File: config.mk
export PLATFORM = sky130hd
export DESIGN_NAME = dqm_mode_regs
export DESIGN_NICKNAME = d
export VERILOG_FILES = /design/src/dqm_pkg.sv /design/src/dqm_cal_lanes.sv /design/src/dqm_mode_regs.sv
export SDC_FILE = /design/constraint.sdc
export NUM_CORES = 1
export LEC_CHECK = 0
export BUFFER_PORTS_ARGS = -buffer_cell sky130_fd_sc_hd__buf_2
export CORE_UTILIZATION = 53
export DETAILED_ROUTE_END_ITERATION = 12
export PLACE_DENSITY = 0.79
export SYNTH_ARGS = -nofsm -noshare
export SYNTH_HDL_FRONTEND = slang
export SYNTH_HIERARCHICAL = 1
export SYNTH_SLANG_ARGS = --single-unit
File: constraint.sdc
create_clock -name CLK -period 2.8 [get_ports CLK]
set_clock_uncertainty 0.2 [all_clocks]
set_input_delay 0.28 -clock CLK [delete_from_list [all_inputs] [get_ports CLK]]
set_output_delay 0.28 -clock CLK [all_outputs]
set_load 0.005 [all_outputs]
File: src/dqm_pkg.sv
// package: addresses, layouts and reset values of the reference, invert and bank mask slice
package dqm_pkg;
    localparam logic [5:0] DQM_MA_VREF_DQ = 6'h0E;
    localparam logic [5:0] DQM_MA_INVERT = 6'h0F;
    localparam logic [5:0] DQM_MA_BANK_MASK = 6'h10;
    localparam int DQM_RANGE_BIT = 6;
    localparam int DQM_CODE_MSB = 5;
    localparam logic [5:0] DQM_VREF_CODE_MAX = 6'h32;
    localparam logic [5:0] DQM_VREF_CODE_RESET = 6'h1D;
    localparam logic DQM_VREF_RANGE_RESET = 1'b1;
    localparam logic [7:0] DQM_INVERT_RESET = 8'h55;
    localparam logic [7:0] DQM_BANK_MASK_RESET = 8'h00;
    localparam int DQM_NUM_SET_POINTS = 2;
    localparam int DQM_NUM_CHANNELS = 2;
    localparam int DQM_NUM_BANKS = 8;
    localparam int DQM_NUM_LANES = 8;

    typedef struct packed {
        logic range_sel;
        logic [5:0] code;
    } dqm_vref_s;

    typedef struct packed {
        logic write;
        logic read;
        logic [5:0] addr;
        logic [7:0] op;
    } dqm_cmd_s;

    localparam dqm_vref_s DQM_VREF_RESET = '{range_sel: DQM_VREF_RANGE_RESET, code: DQM_VREF_CODE_RESET};
endpackage

File: src/dqm_cal_lanes.sv
// lower byte calibration lanes: per-lane inversion of the pattern bit, mask lane kept true
`timescale 1ns/1ps
`default_nettype none
module dqm_cal_lanes
    import dqm_pkg::*;
(
    input wire logic pattern_bit,
    input wire logic [7:0] invert_mask,
    output logic [7:0] lane_bits,
    output logic mask_lane_bit
);
    genvar n;
    generate
        for (n = 0; n < DQM_NUM_LANES; n++) begin : g_lane
            // lane n follows invert bit n only
            assign lane_bits[n] = pattern_bit ^ invert_mask[n];
        end
    endgenerate

    // the mask/inversion lane never sees the invert register
    assign mask_lane_bit = pattern_bit;
endmodule
`default_nettype wire

File: src/dqm_mode_regs.sv
// mode register slice: reference code copies, lower byte invert mask, per-channel bank refresh mask
//
// Behaviour
// - reference code is six bits; only 000000 to 110010 valid, others reserved.
// - bit 6 of the reference register selects which reference range is used.
// - separate reference code and range kept for each of two set points.
// - invert register is eight bits, write only; a one inverts that lane's pattern.
// - invert bits 7 to 0 map onto lower byte lanes 7 to 0.
// - invert register resets to 55h, inverting lanes 0, 2, 4 and 6.
// - mask/inversion lane always carries the true pattern bit.
// - no data bus inversion during read calibration, even when enabled.
// - bank mask is eight bits, write only, bit n for bank n, resets to zero.
// - a set mask bit suppresses refresh of that bank.
// - each channel keeps its own bank refresh mask.
// - reference reads and writes touch only the copy chosen by write set point.
// - operation uses only the copy chosen by the operating set point.
// - reference read returns eight bits on lanes 7 to 0, reserved bits zero.
`timescale 1ns/1ps
`default_nettype none
module dqm_mode_regs
    import dqm_pkg::*;
(
    input wire logic CLK,
    input wire logic RST,
    input wire logic MRW_VALID,
    input wire logic MRR_VALID,
    input wire logic [5:0] MA,
    input wire logic [7:0] OP,
    input wire logic CHANNEL,
    input wire logic WRITE_SET_POINT,
    input wire logic OPERATING_SET_POINT,
    input wire logic DBI_READ_EN,
    input wire logic CAL_ACTIVE,
    input wire logic CAL_BIT,
    input wire logic REF_REQ,
    input wire logic REF_CHANNEL,
    input wire logic [2:0] REF_BANK,
    output logic RD_VALID,
    output logic [7:0] RD_DQ,
    output logic [5:0] VREF_CODE,
    output logic VREF_RANGE,
    output logic [7:0] CAL_DQ,
    output logic CAL_DMI,
    output logic DBI_ACTIVE,
    output logic REF_DO,
    output logic [7:0] BANK_MASK_CH0,
    output logic [7:0] BANK_MASK_CH1
);
    // ----------------------------------------------------------------
    // command decode
    // ----------------------------------------------------------------
    function automatic logic hit(input logic [5:0] addr, input logic [5:0] target);
        hit = (addr == target);
    endfunction

    dqm_cmd_s cmd;
    assign cmd = '{write: MRW_VALID, read: MRR_VALID, addr: MA, op: OP};

    dqm_vref_s vref_r [DQM_NUM_SET_POINTS];
    logic [7:0] invert_r;
    logic [7:0] bank_mask_r [DQM_NUM_CHANNELS];
    logic vref_wr;
    logic [7:0] lane_bits;
    logic mask_lane_bit;
    dqm_vref_s rd_copy;

    // reserved codes are dropped so the analog side never sees them
    assign vref_wr = cmd.write && hit(cmd.addr, DQM_MA_VREF_DQ)
                     && (cmd.op[DQM_CODE_MSB:0] <= DQM_VREF_CODE_MAX);
    assign rd_copy = vref_r[WRITE_SET_POINT];

    // ----------------------------------------------------------------
    // reference copies
    // ----------------------------------------------------------------
    always_ff @(posedge CLK or posedge RST) begin
        if (RST) begin
            vref_r[0] <= DQM_VREF_RESET;
            vref_r[1] <= DQM_VREF_RESET;
        end else if (vref_wr) begin
            // only the write set point copy changes
            vref_r[WRITE_SET_POINT] <= '{range_sel: cmd.op[DQM_RANGE_BIT],
                                         code: cmd.op[DQM_CODE_MSB:0]};
        end
    end

    // inactive copy may change freely; outputs follow the operating one
    always_ff @(posedge CLK or posedge RST) begin
        if (RST) begin
            VREF_CODE <= DQM_VREF_CODE_RESET;
            VREF_RANGE <= DQM_VREF_RANGE_RESET;
        end else begin
            VREF_CODE <= vref_r[OPERATING_SET_POINT].code;
            VREF_RANGE <= vref_r[OPERATING_SET_POINT].range_sel;
        end
    end

    // ----------------------------------------------------------------
    // write-only registers
    // ----------------------------------------------------------------
    always_ff @(posedge CLK or posedge RST) begin
        if (RST) begin
            invert_r <= DQM_INVERT_RESET;
        end else if (cmd.write && hit(cmd.addr, DQM_MA_INVERT)) begin
            invert_r <= cmd.op;
        end
    end

    always_ff @(posedge CLK or posedge RST) begin
        if (RST) begin
            bank_mask_r[0] <= DQM_BANK_MASK_RESET;
            bank_mask_r[1] <= DQM_BANK_MASK_RESET;
        end else if (cmd.write && hit(cmd.addr, DQM_MA_BANK_MASK)) begin
            bank_mask_r[CHANNEL] <= cmd.op;
        end
    end

    always_ff @(posedge CLK or posedge RST) begin
        if (RST) begin
            BANK_MASK_CH0 <= DQM_BANK_MASK_RESET;
            BANK_MASK_CH1 <= DQM_BANK_MASK_RESET;
        end else begin
            BANK_MASK_CH0 <= bank_mask_r[0];
            BANK_MASK_CH1 <= bank_mask_r[1];
        end
    end

    // ----------------------------------------------------------------
    // refresh gating
    // ----------------------------------------------------------------
    always_ff @(posedge CLK or posedge RST) begin
        if (RST) begin
            REF_DO <= 1'b0;
        end else begin
            REF_DO <= REF_REQ && !bank_mask_r[REF_CHANNEL][REF_BANK];
        end
    end

    // ----------------------------------------------------------------
    // mode register read
    // ----------------------------------------------------------------
    // write-only addresses read back as zero rather than leaking state
    always_ff @(posedge CLK or posedge RST) begin
        if (RST) begin
            RD_VALID <= 1'b0;
            RD_DQ <= 8'h00;
        end else begin
            RD_VALID <= cmd.read;
            if (cmd.read && hit(cmd.addr, DQM_MA_VREF_DQ)) begin
                RD_DQ <= {1'b0, rd_copy.range_sel, rd_copy.code};
            end else begin
                RD_DQ <= 8'h00;
            end
        end
    end

    // ----------------------------------------------------------------
    // read calibration lanes
    // ----------------------------------------------------------------
    dqm_cal_lanes dqm_cal_lanes_inst (
        .pattern_bit(CAL_BIT),
        .invert_mask(invert_r),
        .lane_bits(lane_bits),
        .mask_lane_bit(mask_lane_bit)
    );

    always_ff @(posedge CLK or posedge RST) begin
        if (RST) begin
            CAL_DQ <= 8'h00;
            CAL_DMI <= 1'b0;
            DBI_ACTIVE <= 1'b0;
        end else begin
            CAL_DQ <= CAL_ACTIVE ? lane_bits : 8'h00;
            CAL_DMI <= CAL_ACTIVE ? mask_lane_bit : 1'b0;
            DBI_ACTIVE <= DBI_READ_EN && !CAL_ACTIVE;
        end
    end
endmodule
`default_nettype wire

==> reports/summary.json <==
{
  "run_status": "finished clean",
  "internal-power_mw": 1.81,
  "grtUsageTotal_pct": 19.7,
  "initial_core_util_pct": 55.8,
  "most_common_library_cell_in_the_layout_ignoring_fill_and_taps": "buf_2",
  "synth_seq_cells": 80,
  "finalWorstPathRequiredPeriod_ns": 1.59,
  "end_kind": "register",
  "tritoncts.num_buffers": 9,
  "syn2layout_area_growth_pct": 21.1,
  "synth_sequential_area_ratio_pct": 64.7,
  "synth_edf_count": 0,
  "max-cap-violations": 0,
  "crit_path_max_incr_delay_ns": 0.56,
  "arrival_time_of_data_at_the_critical_path_endpoint_ns": 1.61,
  "wl_mm": 5.50,
  "cts-root-buf": "clkbuf_8",
  "share_of_async_settable_or_async_resettable_flops_after_synthesis_pct": 100,
  "area.sequential_um2": 2030,
  "die_area_um2": 6220,
  "num_antenna_cells": 0,
  "pin_count_of_the_biggest_net_entering_global_routing": 43,
  "gp_routability_congestion": 0.826,
  "maxClockFrequency_mhz": 631,
  "final_cell_mix": "buf_2 (70), dfrtp_1 (61), mux2_2 (45), dfstp_2 (19), clkbuf_8 (11)",
  "multiInputGateArea_um2": 1040,
  "ant_nets": 0,
  "path_cells": "dlygate4sd3_1 > buf_2 > nor2b_1 > dlygate4sd3_1",
  "post_synth.cell_area_avg_um2": 16.5,
  "final-max-slew-violation-count": 0,
  "drt-wirelength-per-cell_um": 15.8,
  "timing.final.setup_violations": 0,
  "ys.flop_type": "dfrtp_1",
  "grt_antenna_before_repair": 0,
  "die_width_um": 78.8,
  "crit_type": "input pin to register",
  "final_hold_viol_count": 0,
  "clk_pin_slew_worst_paths_ns": 0.07,
  "powerDensity_nw_per_um2": 622,
  "cts_buffer_depth": 2,
  "mean_number_of_vias_per_cell": 5.10,
  "nets": 299,
  "slew-limit-headroom_pct": 43.9,
  "floorplan.rows": 27,
  "start_kind": "input pin",
  "peakVddDrop_uv": 416,
  "pwr-share-seq_pct": 55.5,
  "hold_start": "CAL_ACTIVE",
  "via_count_of_the_first_global_routing_pass": 1833,
  "worst_pin_slew_ns": 0.840,
  "length_of_the_first_detailed_routing_pass_in_iterations": 4,
  "power.leakage_nw": 1.93,
  "holdCritPathClass": "input pin to register",
  "drt_drc_violations_left": 0,
  "power.combinational.fraction_pct": 10.0,
  "whs_ns": 0.0515,
  "core-area_um2": 5610,
  "clockPowerShare_pct": 34.4,
  "synth_nets": 219,
  "synth_cells": 190,
  "max_fanout_on_critical_path": 1,
  "beginning_of_the_worst_register_to_register_path": "bank_mask_r[9]$_DFFE_PP0P_",
  "cts_post_setup_buffers_inserted": 0,
  "switchingPower_mw": 0.545,
  "syn_area_um2": 3130,
  "cp-startpoint": "DBI_READ_EN",
  "global_route.overflow_total": 0,
  "cts_tree": "done",
  "setup_repair_after_global_routing_missed_its_margin": "no",
  "vias": 1768,
  "placed_area_um2": 3540,
  "switching_share_pct": 23.1,
  "num_io_pins": 72,
  "postLayoutCoreUtil_pct": 67.6,
  "clock_latency_ns": 0.34,
  "fin_area_um2": 3790,
  "detail_route.iter0.violations": 47,
  "yosysWarnings": 6,
  "cp_data_required_time_ns": 2.82,
  "chipHeight_um": 78.8,
  "timing.final.crit_share_pct": 56.6,
  "worst_path_max_delay_cell": "dlygate4sd3_1",
  "numClockSinks": 80,
  "final.fill_count": 409,
  "synth.distinct_cells": 28,
  "dp_hpwl_mm": 3.99,
  "grt_first_pass_wirelength_mm": 8.91,
  "post_route_cells_drive_above_1_share_pct": 58.5,
  "critical-path-top-cell-by-count": "dlygate4sd3_1",
  "finalSetupTns_ns": 0,
  "htree_levels": 3,
  "i_o_buffers": 70
}
[per-layer routing]
metal | vias up | track usage (%) | share of wire [%]
li1 | 825 | - | -
met1 | 898 | 22.8 | 41
met2 | 38 | 34.1 | 54
met3 | 7 | 4.94 | 3.8
met4 | 0 | 9.64 | 1.5
met5 | - | 0 | 0
[cell usage after synthesis (2+ instances only)]
cell       count  area [µm²]
and2_1         9        56.3
and4_1         2        17.5
buf_4          5        37.5
dfrtp_1       61        1530
dfstp_2       19         499
inv_1          2        7.51
mux2_2        45         507
mux2i_1        7        70.1
mux4_1         2        52.6
mux4_2         2        45.0
nand3b_1       2        15.0
nor2_1         9        33.8
nor2b_1        2        12.5
o2111ai_4      2        52.6
xor2_1         8        70.1
[sequential cells by signal, summed over array words and instances (netlist names)]
register and cells:
bank_mask_r 16, vref_r 14, BANK_MASK_CH0 8, BANK_MASK_CH1 8
CAL_DQ 8, invert_r 8, RD_DQ 7, VREF_CODE 6
CAL_DMI 1, DBI_ACTIVE 1, RD_VALID 1, REF_DO 1
VREF_RANGE 1
[metrics by stage]
stage | cells | setup slack (ns) | power (mW)
final | 347 | 1.21 | 2.36
after floorplan | 190 | 0.300 | 1.46
after CTS | 347 | 1.22 | 2.38
after detailed placement | 326 | 0.879 | 1.57
after global placement | 326 | 0.919 | 1.56
after global routing | 347 | 1.06 | 2.45
[layout make-up]
| cell class | count | share of cell area [%] |
|---|---|---|
| Tap cell | 72 | 2.38 |
| Multi-Input combinational cell | 101 | 27.5 |
| Timing Repair Buffer | 76 | 11.1 |
| Clock inverter | 4 | 0.661 |
| Sequential cell | 80 | 53.5 |
| Inverter | 2 | 0.198 |
| Clock buffer | 12 | 4.66 |
[worst paths after layout]
path,cells past startpoint,slack (ns),to
setup / recovery,4,1.21,DBI_ACTIVE$_DFF_PP0_
hold / removal,2,0.05,CAL_DQ[7]$_DFF_PP0_
setup reg to reg,3,1.31,REF_DO$_DFF_PP0_
hold reg to reg,0,0.19,BANK_MASK_CH1[4]$_DFF_PP0_
max in group asynchronous,4,1.28,CAL_DQ[1]$_DFF_PP0_
min in group asynchronous,3,0.45,RD_VALID$_DFF_PP0_
[power by group through the flow]
| stage | registers, mW | clock network, mW | logic, mW |
|---|---|---|---|
| after floorplan | 1.33 | 0 | 0.130 |
| final | 1.31 | 0.812 | 0.236 |
| after global routing | 1.32 | 0.870 | 0.262 |
| after CTS | 1.31 | 0.829 | 0.241 |
| after detailed placement | 1.33 | 0 | 0.235 |
| after global placement | 1.33 | 0 | 0.229 |
[timing repair]
action / in CTS / in global routing
hold endpoints to repair: 25 / 0
hold buffers: 5 / 0
gates resized for setup: 0 / 0
[critical path, delay by kind of cell]
kind                   cells  cell delay [ns]
AND/OR/NAND/NOR            1             0.12
buffers and inverters      3             1.20
[kinds of logic (layout without fill, tap and decap cells)]
group                     after synthesis  after routing  share of synthesized area [%]
other                                   1              1                          0.120
and+or+nand+nor                        32             32                           6.88
DFF                                    80             80                           64.7
buffers and inverters                   9             94                           1.92
AOI/OAI and AO/OA                       4              4                           2.56
muxes                                  56             56                           21.6
xor gates and xnor gates                8              8                           2.24
Note: power is estimated with default switching activity, not from simulation.
